## src/hw/tx_symbol_pkg.sv

```systemverilog
package tx_symbol_pkg;

    // ------------------------------------------------------------
    // register map
    // ------------------------------------------------------------
    localparam logic [7:0] ADDR_RATE   = 8'h4c;
    localparam logic [7:0] ADDR_P0_HI  = 8'h4d;
    localparam logic [7:0] ADDR_P0_LO  = 8'h4e;
    localparam logic [7:0] ADDR_P1_HI  = 8'h4f;
    localparam logic [7:0] ADDR_P1_LO  = 8'h50;
    localparam logic [7:0] ADDR_P2     = 8'h51;
    localparam logic [7:0] ADDR_P3     = 8'h52;
    localparam logic [7:0] ADDR_LEN01  = 8'h53;
    localparam logic [7:0] ADDR_LEN23  = 8'h54;

    // ------------------------------------------------------------
    // reset values and field masks
    // ------------------------------------------------------------
    localparam logic [7:0] RST_BYTE    = 8'h00;
    localparam logic [7:0] LEN23_MASK  = 8'h77;
    localparam logic [7:0] READ_NONE   = 8'h00;

    // ------------------------------------------------------------
    // rate codes
    // ------------------------------------------------------------
    typedef enum logic [2:0] {
        RATE_RSV0 = 3'h0,
        RATE_RSV1 = 3'h1,
        RATE_26K  = 3'h2,
        RATE_53K  = 3'h3,
        RATE_106K = 3'h4,
        RATE_212K = 3'h5,
        RATE_424K = 3'h6,
        RATE_848K = 3'h7
    } bit_rate_t;

    typedef enum logic {
        SC_424K = 1'b0,
        SC_848K = 1'b1
    } subcarrier_t;

    typedef struct packed {
        subcarrier_t upper_pair_subcarrier_rate;
        bit_rate_t   upper_pair_bit_rate;
        subcarrier_t lower_pair_subcarrier_rate;
        bit_rate_t   lower_pair_bit_rate;
    } rate_fields_t;

    typedef struct packed {
        logic [15:0] pattern;
        logic [4:0]  count;
    } sym16_t;

    typedef struct packed {
        logic [7:0] pattern;
        logic [3:0] count;
    } sym8_t;

endpackage : tx_symbol_pkg

```

## src/hw/pattern_mask.sv

```systemverilog
`timescale 1ns/10ps
// clears pattern bits that lie beyond the valid length, msb first
module pattern_mask #(
    parameter int W  = 16,
    parameter int LW = 4
) (
    // length code, value plus one bits are valid
    input  wire logic [LW-1:0] len_code,
    input  wire logic [W-1:0]  pattern_in,
    // masked pattern and bit count
    output logic      [W-1:0]  pattern_out,
    output logic      [LW:0]   bit_count
);
    genvar i;
    generate
        for (i = 0; i < W; i++)
        begin : g_bit
            // bit i is valid when it is among the top len_code+1 bits
            assign pattern_out[i] = pattern_in[i] & ((W - 1 - i) <= int'(len_code));
        end
    endgenerate

    assign bit_count = {1'b0, len_code} + {{LW{1'b0}}, 1'b1};
endmodule : pattern_mask

```

## src/hw/tx_symbol_pattern_config.sv

```systemverilog
`timescale 1ns/10ps
// Functional notes
// - rate bit 7 picks upper pair subcarrier: 0 is 424 kHz, 1 is 848 kHz
// - rate bits 6..4 set upper pair bit rate; codes 0 and 1 reserved
// - rate bit 3 picks lower pair subcarrier: 0 is 424 kHz, 1 is 848 kHz
// - rate bits 2..0 set lower pair bit rate, same code table
// - two bytes form the 16-bit pattern of symbol zero
// - symbol zero: lower address is bits 15..8, next address bits 7..0
// - two further bytes form the 16-bit pattern of symbol one
// - symbol one: lower address is bits 15..8, next address bits 7..0
// - one byte register holds the 8-bit pattern of symbol two
// - one byte register holds the 8-bit pattern of symbol three
// - first length bits 7..4: symbol one valid bits, value plus one
// - first length bits 3..0: symbol zero valid bits, value plus one
// - second length bits 6..4: symbol three valid bits, value plus one
// - second length bits 2..0: symbol two valid bits, value plus one
module tx_symbol_pattern_config (
    // clock and reset
    input  wire logic                        clk_sys,
    input  wire logic                        sys_rst,
    // register port
    input  wire logic                        reg_wr,
    input  wire logic                        reg_rd,
    input  wire logic [7:0]                  reg_addr,
    input  wire logic [7:0]                  reg_wdata,
    output logic      [7:0]                  reg_rdata_r,
    output logic                             reg_hit_r,
    // symbol generator side
    output tx_symbol_pkg::rate_fields_t      rate_cfg_r,
    output logic                             upper_rate_reserved_r,
    output logic                             lower_rate_reserved_r,
    output tx_symbol_pkg::sym16_t            sym0_r,
    output tx_symbol_pkg::sym16_t            sym1_r,
    output tx_symbol_pkg::sym8_t             sym2_r,
    output tx_symbol_pkg::sym8_t             sym3_r
);

    // ------------------------------------------------------------
    // register storage
    // ------------------------------------------------------------
    logic [7:0] rate_r;
    logic [7:0] p0_hi_r;
    logic [7:0] p0_lo_r;
    logic [7:0] p1_hi_r;
    logic [7:0] p1_lo_r;
    logic [7:0] p2_r;
    logic [7:0] p3_r;
    logic [7:0] len01_r;
    logic [7:0] len23_r;

    function automatic logic is_reserved(input logic [2:0] code);
        is_reserved = (code == tx_symbol_pkg::RATE_RSV0) ||
                      (code == tx_symbol_pkg::RATE_RSV1);
    endfunction : is_reserved

    always_ff @(posedge clk_sys or posedge sys_rst)
    begin
        if (sys_rst)
        begin
            rate_r  <= tx_symbol_pkg::RST_BYTE;
            p0_hi_r <= tx_symbol_pkg::RST_BYTE;
            p0_lo_r <= tx_symbol_pkg::RST_BYTE;
            p1_hi_r <= tx_symbol_pkg::RST_BYTE;
            p1_lo_r <= tx_symbol_pkg::RST_BYTE;
            p2_r    <= tx_symbol_pkg::RST_BYTE;
            p3_r    <= tx_symbol_pkg::RST_BYTE;
            len01_r <= tx_symbol_pkg::RST_BYTE;
            len23_r <= tx_symbol_pkg::RST_BYTE;
        end
        else if (reg_wr)
        begin
            unique case (reg_addr)
                tx_symbol_pkg::ADDR_RATE:  rate_r  <= reg_wdata;
                tx_symbol_pkg::ADDR_P0_HI: p0_hi_r <= reg_wdata;
                tx_symbol_pkg::ADDR_P0_LO: p0_lo_r <= reg_wdata;
                tx_symbol_pkg::ADDR_P1_HI: p1_hi_r <= reg_wdata;
                tx_symbol_pkg::ADDR_P1_LO: p1_lo_r <= reg_wdata;
                tx_symbol_pkg::ADDR_P2:    p2_r    <= reg_wdata;
                tx_symbol_pkg::ADDR_P3:    p3_r    <= reg_wdata;
                tx_symbol_pkg::ADDR_LEN01: len01_r <= reg_wdata;
                tx_symbol_pkg::ADDR_LEN23: len23_r <= reg_wdata & tx_symbol_pkg::LEN23_MASK;
                default: ;
            endcase
        end
    end

    // ------------------------------------------------------------
    // read path, one cycle latency
    // ------------------------------------------------------------
    logic [7:0] rd_nxt;
    logic       hit_nxt;

    always_comb
    begin
        hit_nxt = 1'b1;
        unique case (reg_addr)
            tx_symbol_pkg::ADDR_RATE:  rd_nxt = rate_r;
            tx_symbol_pkg::ADDR_P0_HI: rd_nxt = p0_hi_r;
            tx_symbol_pkg::ADDR_P0_LO: rd_nxt = p0_lo_r;
            tx_symbol_pkg::ADDR_P1_HI: rd_nxt = p1_hi_r;
            tx_symbol_pkg::ADDR_P1_LO: rd_nxt = p1_lo_r;
            tx_symbol_pkg::ADDR_P2:    rd_nxt = p2_r;
            tx_symbol_pkg::ADDR_P3:    rd_nxt = p3_r;
            tx_symbol_pkg::ADDR_LEN01: rd_nxt = len01_r;
            tx_symbol_pkg::ADDR_LEN23: rd_nxt = len23_r & tx_symbol_pkg::LEN23_MASK;
            default:
            begin
                rd_nxt  = tx_symbol_pkg::READ_NONE;
                hit_nxt = 1'b0;
            end
        endcase
    end

    // unmapped reads return zero; rdata holds until the next read
    always_ff @(posedge clk_sys or posedge sys_rst)
    begin
        if (sys_rst)
        begin
            reg_rdata_r <= tx_symbol_pkg::READ_NONE;
            reg_hit_r   <= 1'b0;
        end
        else if (reg_rd)
        begin
            reg_rdata_r <= rd_nxt;
            reg_hit_r   <= hit_nxt;
        end
    end

    // ------------------------------------------------------------
    // length masking toward the generator
    // ------------------------------------------------------------
    logic [15:0] m0;
    logic [15:0] m1;
    logic [7:0]  m2;
    logic [7:0]  m3;
    logic [4:0]  c0;
    logic [4:0]  c1;
    logic [3:0]  c2;
    logic [3:0]  c3;

    pattern_mask #(.W(16), .LW(4)) u_mask0 (
        .len_code    (len01_r[3:0]),
        .pattern_in  ({p0_hi_r, p0_lo_r}),
        .pattern_out (m0),
        .bit_count   (c0)
    );

    pattern_mask #(.W(16), .LW(4)) u_mask1 (
        .len_code    (len01_r[7:4]),
        .pattern_in  ({p1_hi_r, p1_lo_r}),
        .pattern_out (m1),
        .bit_count   (c1)
    );

    pattern_mask #(.W(8), .LW(3)) u_mask2 (
        .len_code    (len23_r[2:0]),
        .pattern_in  (p2_r),
        .pattern_out (m2),
        .bit_count   (c2)
    );

    pattern_mask #(.W(8), .LW(3)) u_mask3 (
        .len_code    (len23_r[6:4]),
        .pattern_in  (p3_r),
        .pattern_out (m3),
        .bit_count   (c3)
    );

    // ------------------------------------------------------------
    // registered outputs
    // ------------------------------------------------------------
    // outputs lag register writes by one cycle to stay flop driven
    always_ff @(posedge clk_sys or posedge sys_rst)
    begin
        if (sys_rst)
        begin
            rate_cfg_r <= '0;
            sym0_r     <= '0;
            sym1_r     <= '0;
            sym2_r     <= '0;
            sym3_r     <= '0;
        end
        else
        begin
            rate_cfg_r <= tx_symbol_pkg::rate_fields_t'(rate_r);
            sym0_r     <= '{pattern: m0, count: c0};
            sym1_r     <= '{pattern: m1, count: c1};
            sym2_r     <= '{pattern: m2, count: c2};
            sym3_r     <= '{pattern: m3, count: c3};
        end
    end

    // reserved rate codes are flagged, not blocked, so software sees what it wrote
    always_ff @(posedge clk_sys or posedge sys_rst)
    begin
        if (sys_rst)
        begin
            upper_rate_reserved_r <= 1'b0;
            lower_rate_reserved_r <= 1'b0;
        end
        else
        begin
            upper_rate_reserved_r <= is_reserved(rate_r[6:4]);
            lower_rate_reserved_r <= is_reserved(rate_r[2:0]);
        end
    end

    // ------------------------------------------------------------
    // checks
    // ------------------------------------------------------------
    a_upper_sc_map: assert property (@(posedge clk_sys) disable iff (sys_rst)
        reg_wr && reg_addr == tx_symbol_pkg::ADDR_RATE ##2 !$past(reg_wr)
        |-> rate_cfg_r.upper_pair_subcarrier_rate == $past(reg_wdata[7], 2))
        else $error("upper subcarrier select mismatch");

    a_upper_rate_map: assert property (@(posedge clk_sys) disable iff (sys_rst)
        reg_wr && reg_addr == tx_symbol_pkg::ADDR_RATE ##2 !$past(reg_wr)
        |-> rate_cfg_r.upper_pair_bit_rate == $past(reg_wdata[6:4], 2))
        else $error("upper bit rate mismatch");

    a_lower_sc_map: assert property (@(posedge clk_sys) disable iff (sys_rst)
        reg_wr && reg_addr == tx_symbol_pkg::ADDR_RATE ##2 !$past(reg_wr)
        |-> rate_cfg_r.lower_pair_subcarrier_rate == $past(reg_wdata[3], 2))
        else $error("lower subcarrier select mismatch");

    a_lower_rate_rsv: assert property (@(posedge clk_sys) disable iff (sys_rst)
        !sys_rst |=> lower_rate_reserved_r
        == (rate_cfg_r.lower_pair_bit_rate < tx_symbol_pkg::RATE_26K))
        else $error("lower reserved flag wrong");

    a_sym0_high_byte: assert property (@(posedge clk_sys) disable iff (sys_rst)
        ##1 sym0_r.count == 5'd16 |-> sym0_r.pattern[15:8] == $past(p0_hi_r))
        else $error("symbol zero high byte misplaced");

    a_sym1_low_byte: assert property (@(posedge clk_sys) disable iff (sys_rst)
        ##1 sym1_r.count == 5'd16 |-> sym1_r.pattern[7:0] == $past(p1_lo_r))
        else $error("symbol one low byte misplaced");

    a_sym2_full: assert property (@(posedge clk_sys) disable iff (sys_rst)
        ##1 sym2_r.count == 4'd8 |-> sym2_r.pattern == $past(p2_r))
        else $error("symbol two pattern wrong");

    a_sym3_full: assert property (@(posedge clk_sys) disable iff (sys_rst)
        ##1 sym3_r.count == 4'd8 |-> sym3_r.pattern == $past(p3_r))
        else $error("symbol three pattern wrong");

    a_len1_count: assert property (@(posedge clk_sys) disable iff (sys_rst)
        !sys_rst |=> sym1_r.count == {1'b0, $past(len01_r[7:4])} + 5'd1)
        else $error("symbol one length wrong");

    a_len0_count: assert property (@(posedge clk_sys) disable iff (sys_rst)
        !sys_rst |=> sym0_r.count == {1'b0, $past(len01_r[3:0])} + 5'd1)
        else $error("symbol zero length wrong");

    a_len3_count: assert property (@(posedge clk_sys) disable iff (sys_rst)
        !sys_rst |=> sym3_r.count == {1'b0, $past(len23_r[6:4])} + 4'd1)
        else $error("symbol three length wrong");

    a_len2_count: assert property (@(posedge clk_sys) disable iff (sys_rst)
        !sys_rst |=> sym2_r.count == {1'b0, $past(len23_r[2:0])} + 4'd1)
        else $error("symbol two length wrong");

    a_rsv_read_zero: assert property (@(posedge clk_sys) disable iff (sys_rst)
        reg_rd && reg_addr == tx_symbol_pkg::ADDR_LEN23 |=> reg_rdata_r[7] == 1'b0
        && reg_rdata_r[3] == 1'b0)
        else $error("reserved length bits not zero");

    a_short_sym0_mask: assert property (@(posedge clk_sys) disable iff (sys_rst)
        sym0_r.count == 5'd1 |-> sym0_r.pattern[14:0] == 15'h0000)
        else $error("bits beyond length leaked");

    c_write_rate: cover property (@(posedge clk_sys) disable iff (sys_rst)
        reg_wr && reg_addr == tx_symbol_pkg::ADDR_RATE);
    c_read_len23: cover property (@(posedge clk_sys) disable iff (sys_rst)
        reg_rd && reg_addr == tx_symbol_pkg::ADDR_LEN23);
    c_short_sym1: cover property (@(posedge clk_sys) disable iff (sys_rst)
        sym1_r.count == 5'd3);
    c_unmapped_rd: cover property (@(posedge clk_sys) disable iff (sys_rst)
        reg_rd ##1 !reg_hit_r);

endmodule : tx_symbol_pattern_config

```

## config.mk

```make
export PLATFORM = sky130hd
export DESIGN_NAME = tx_symbol_pattern_config
export DESIGN_NICKNAME = d
export VERILOG_FILES = /design/src/hw/tx_symbol_pkg.sv /design/src/hw/pattern_mask.sv /design/src/hw/tx_symbol_pattern_config.sv
export SDC_FILE = /design/constraint.sdc
export NUM_CORES = 1
export LEC_CHECK = 0
export BUFFER_PORTS_ARGS = -buffer_cell sky130_fd_sc_hd__buf_4
export CORE_ASPECT_RATIO = 0.75
export CORE_UTILIZATION = 40
export DETAILED_ROUTE_END_ITERATION = 8
export GPL_ROUTABILITY_DRIVEN = 0
export PLACE_DENSITY_LB_ADDON = 0.15
export SLEW_MARGIN = 40
export SYNTH_ARGS = -nofsm -noshare
export SYNTH_HDL_FRONTEND = slang
export SYNTH_SLANG_ARGS = --single-unit
export TNS_END_PERCENT = 50
```

## constraint.sdc

```tcl
create_clock -name clk_sys -period 6.38 [get_ports clk_sys]
set_clock_uncertainty 0.05 [all_clocks]
set_input_delay 0.319 -clock clk_sys [delete_from_list [all_inputs] [get_ports clk_sys]]
set_output_delay 0.319 -clock clk_sys [all_outputs]
set_load 0.005 [all_outputs]
```

# --- After elaboration in Yosys (flattened, before gate mapping) ---
# Cells that the tools add are included.
word_totals:
  input_bits: 20
  elab_cells: 144
  reg_bits: 155
  out_inout_bits: 85
classes:
  muxes: 2
  n_reduce_logical: 14
  bitwise: 44
  n_eq_ne: 11
  n_addsub: 4
  order_cmp: 44
op_table:
  columns: ["operator", "count"]
  rows:
  - ["8-bit by 7-bit == test with 1-bit output (second input constant)", 9]
  - ["8-bit one-hot mux with 9 select lines", 1]
  - ["4-bit less-or-equal comparator (first input constant)", 16]
  - ["1-bit AND", 44]
  - ["3-bit by 4-bit less-or-equal comparator with 1-bit output (first input constant)", 8]
  - ["3-bit less-or-equal comparator (first input constant)", 8]
  - ["2-bit AND reduction", 9]
  - ["2-bit by 4-bit less-or-equal comparator with 1-bit output (first input constant)", 4]
  - ["2-bit by 3-bit less-or-equal comparator with 1-bit output (first input constant)", 4]
  - ["4-bit by 1-bit adder with 5-bit output (second input constant)", 2]
  - ["9-bit OR reduction", 1]
  - ["3-bit by 1-bit adder with 4-bit output (second input constant)", 2]
  - ["1-bit by 4-bit less-or-equal comparator with 1-bit output (first input constant)", 2]
  - ["3-bit by 1-bit == test with 1-bit output (second input constant)", 2]
  - ["1-bit by 3-bit less-or-equal comparator with 1-bit output (first input constant)", 2]
  - ["3-bit logical NOT", 2]
  - ["1-bit logical OR", 2]
  - ["1-bit 2-to-1 mux", 1]

# --- Depth between registers and ports, before layout ---
logic_depth:
  ltp_word: 3
  ltp_mapped: 7
  ltp_nobuf: 4

# --- By module ---
# From an unflattened synthesis, not the netlist that was laid out.
unflattened:
  cells_unflattened: 436
  hier_area_um2: 6367.4
modules_own_cells:
  columns: ["mod", "area_each_um2", "instances", "seq_area_each_um2", "cells_each"]
  rows:
  - ["tx_symbol_pattern_config", 5591.6, 1, 3878.7, 340]
  - ["pattern_mask (u_mask0 ...)", 267.8, 2, 0.0, 32]
  - ["pattern_mask (u_mask2 ...)", 120.1, 2, 0.0, 16]

# --- Worst setup path after synthesis ---
# Ideal clock, no wire load.
synth_timing:
  kind: "input -> register"
  startpoint: "input port reg_addr[7]"
  endpoint: "register p3_r[0]"
  path_slack_ns: 4.468
  setup_time_ns: 0.125
  arrival_ns: 1.737
  path_stages: 4
  required_time_ns: 6.205
  n_path_buf: 0
  cell_sequence: "or3b_4 > nor3_4 > nor3b_4 > mux2_2"
synth_via:
  elab_chain_cells: 2
synth_lines:
  columns: ["element", "line", "rtl"]
  rows:
  - ["from (decl)", "tx_symbol_pattern_config.sv:24", "input wire logic [7:0] reg_addr,"]
  - ["8-bit by 7-bit == test with 1-bit output", "tx_symbol_pattern_config.sv:72", "unique case (reg_addr)"]
  - ["2-bit AND reduction (no line)", null, null]
  - ["to (signal assigned)", "tx_symbol_pattern_config.sv:66", "p3_r <= tx_symbol_pkg::RST_BYTE;"]
  - ["to (signal assigned)", "tx_symbol_pattern_config.sv:79", "tx_symbol_pkg::ADDR_P3: p3_r <= reg_wdata;"]
  - ["to (decl)", "tx_symbol_pattern_config.sv:47", "logic [7:0] p3_r;"]
# No other way between the ends.
# A chain may end at the register's enable or synchronous reset.

# --- Worst setup path in the final report ---
layout_timing:
  startpoint: "input port reg_addr[7]"
  endpoint: "register p1_hi_r[0]"
layout_via:
  elab_chain_cells: 2
layout_lines:
  columns: ["element", "line", "rtl"]
  rows:
  - ["8-bit by 7-bit == test with 1-bit output", "tx_symbol_pattern_config.sv:72", null]
  - ["2-bit AND reduction (no line)", null, null]
  - ["to (signal assigned)", "tx_symbol_pattern_config.sv:63", "p1_hi_r <= tx_symbol_pkg::RST_BYTE;"]
  - ["to (signal assigned)", "tx_symbol_pattern_config.sv:76", "tx_symbol_pkg::ADDR_P1_HI: p1_hi_r <= reg_wdata;"]
  - ["to (decl)", "tx_symbol_pattern_config.sv:44", "logic [7:0] p1_hi_r;"]
# No other way between the ends.

==> flow_summary.json <==
{
  "dieArea_um2": 16100,
  "synth_edf_count": 0,
  "start_util_pct": 41.0,
  "powerDensity_nw_per_um2": 286,
  "drc": 0,
  "post_cts_resize_count": 0,
  "clock_path_buffers": 2,
  "wire_per_inst_um": 20.7,
  "rows": 39,
  "synth_area_um2": 6240,
  "relSlewSlack_pct": 50.2,
  "hold_class": "input pin to register",
  "ys_top_cells_by_area": "dfrtp_1 (62%), mux2_2 (13%), mux4_2 (4.3%)",
  "placed_area_um2": 7190,
  "syn2layout_area_growth_pct": 25.6,
  "holdWs_ps": 168,
  "layout_commonest_cell": "dfrtp_1",
  "numPortBuffers": 104,
  "die_w_um": 146,
  "required_ps": 6630,
  "yosys_warnings": 0,
  "cts_sinks": 155,
  "grt_use_total_pct": 20.4,
  "yosysSeqAreaShare_pct": 62.2,
  "drtPass1Iterations": 5,
  "core_um2": 15200,
  "clk_latency_ps": 420,
  "ys_ff_latch": 155,
  "cts.root.buffer_cell": "clkbuf_16",
  "cts_hold_buffers": 1,
  "slew_viol_final": 0,
  "layout-drive-gt1-share_pct": 41.6,
  "synth_top_area_share_pct": 62.2,
  "final_antenna_net_count": 0,
  "grt_pass1_wl_mm": 23.4,
  "final_cell_mix": "dfrtp_1 (155), buf_4 (104), mux2_2 (72)",
  "htreeDepth": 4,
  "grt_overflow": 0,
  "pin_count": 105,
  "vias": 3884,
  "maxCapViolCount": 0,
  "hpwl_mm": 10.6,
  "synthFlopType": "dfrtp_1",
  "rsz0062_at_grt": "no",
  "drt_iter0_markers": 246,
  "post-route-period-util_pct": 33.6,
  "setup_viol": 0,
  "leakage_nw": 3.93,
  "max_clock_freq_mhz": 466,
  "async_flop_share_pct": 100,
  "totalWireLength_mm": 15.5,
  "hold_violations": 0,
  "tightest_slew_ps": 744,
  "vias_per_cell": 5.19,
  "crit_type": "input pin to register",
  "synth.largest_area_cell": "dfrtp_1",
  "fillerInstances": 1324,
  "regArea_um2": 3880,
  "syn_avg_cell_area_um2": 14.6,
  "status": "complete, no violations",
  "grt_pass1_vias": 3742,
  "fin_area_um2": 7830,
  "syn-instance-count": 427,
  "critPathLaunchType": "input pin",
  "numCtsBuffers": 17,
  "crit_fanout": 14,
  "period_minus_slack_ps": 2150,
  "critPathCaptureType": "register",
  "cp.arrival_ps": 2400,
  "synth_nets": 460,
  "setup_tns_ps": 0,
  "clk_pin_slew_ps": 60,
  "multi_input_area_um2": 2190,
  "cts_tree": "built",
  "cts_setup_buffers": 0,
  "n_antenna_cell": 0,
  "antenna_found_initial": 0,
  "die_h_um": 110,
  "netlist-cell-type-count": 41,
  "grt_max_degree": 79,
  "peakVddDrop_mv": 0.175,
  "fin_nets": 563
}
synthesized netlist by cell type (6+ instances only):
cell type and n:
and3_1 12, buf_2 11, mux4_2 12, ha_1 13
o21ai_0 12, nand3_1 6, inv_1 19, clkbuf_1 11
mux2i_1 6, nand2_1 7, o221ai_1 6, and2_1 6
nor2_1 9, nor2b_1 7, mux2_2 72, dfrtp_1 155
a21boi_0 6, a21oi_1 8
registers in the layout, indices dropped and copies added, names as in the netlist, 6 cells and up:
register,count
reg_rdata_r,8
sym0_r,21
sym2_r,12
sym3_r,12
len23_r,6
p0_lo_r,8
p2_r,8
rate_cfg_r,8
len01_r,8
sym1_r,21
p1_lo_r,8
p1_hi_r,8
p0_hi_r,8
rate_r,8
p3_r,8
per-stage QoR:
| step | power [mW] | std cells | worst slack, ps | util [%] |
|---|---|---|---|---|
| 2_1_floorplan | 1.13 | 427 | 1830 | - |
| 3_3_place_gp | 1.19 | 715 | 3850 | 47.2 |
| 3_5_place_dp | 1.20 | 715 | 3830 | 47.2 |
| 4_1_cts | 2.26 | 748 | 4260 | 51.4 |
| 5_1_grt | 2.32 | 748 | 4130 | 51.4 |
| 6_report | 2.24 | 748 | 4230 | 51.4 |
path summary, 6_finish.rpt:
kind	startpoint	endpoint	slack [ps]	depth (start not counted)
worst max-delay path	reg_addr[7]	p1_hi_r[0]$_DFFE_PP0P_	4230	5
worst min-delay path	reg_rd	reg_rdata_r[3]$_DFFE_PP0P_	170	2
worst max register to register	len01_r[0]$_DFFE_PP0P_	reg_rdata_r[0]$_DFFE_PP0P_	4730	4
worst min register to register	rate_r[3]$_DFFE_PP0P_	rate_cfg_r[3]$_DFF_PP0_	380	0
max in group asynchronous	sys_rst	p1_lo_r[2]$_DFFE_PP0P_	4600	4
min in group asynchronous	sys_rst	sym2_r[4]$_DFF_PP0_	510	3
worst max-delay path: stages:
cell and delay (ps):
buf_4 110, or3b_4 430, nor3_2 630, and4_1 520, mux2_2 380
per-layer routing:
metal | up-vias | track usage, % | wire length [um]
li1 | 1755 | - | -
met1 | 1983 | 31.6 | 7800
met2 | 122 | 27.3 | 6460
met3 | 24 | 4.32 | 871
met4 | 0 | 8.78 | 344
met5 | - | 0 | 0
final cells by class:
cell class | instances | share of cell area [%]
Sequential cell | 155 | 49.5
Multi-Input combinational cell | 231 | 28.0
Timing Repair Buffer | 106 | 10.2
Clock buffer | 20 | 5.83
Tap cell | 205 | 3.28
Clock inverter | 12 | 2.17
Inverter | 19 | 0.975
cells by family (layout without fill, tap and decap cells):
| group | count (synthesis) | in the layout | share of synthesized area [%] |
|---|---|---|---|
| multiplexers | 90 | 90 | 18.3 |
| AND/OR/NAND/NOR | 62 | 62 | 6.30 |
| AO/OA/AOI/OAI | 62 | 62 | 7.34 |
| flip-flops | 155 | 155 | 62.2 |
| adder cells (fa/ha/maj) | 13 | 13 | 2.61 |
| XOR/XNOR | 4 | 4 | 0.562 |
| buffers and inverters | 41 | 157 | 2.69 |
power by group:
group	total [mW]	internal (mW)	switching (mW)	leakage (nW)
logic	0.123	0.0573	0.0657	1.52
clock network	1.06	0.672	0.390	0.298
registers	1.05	1.02	0.0377	2.12
(Power assumes the default switching activity.)
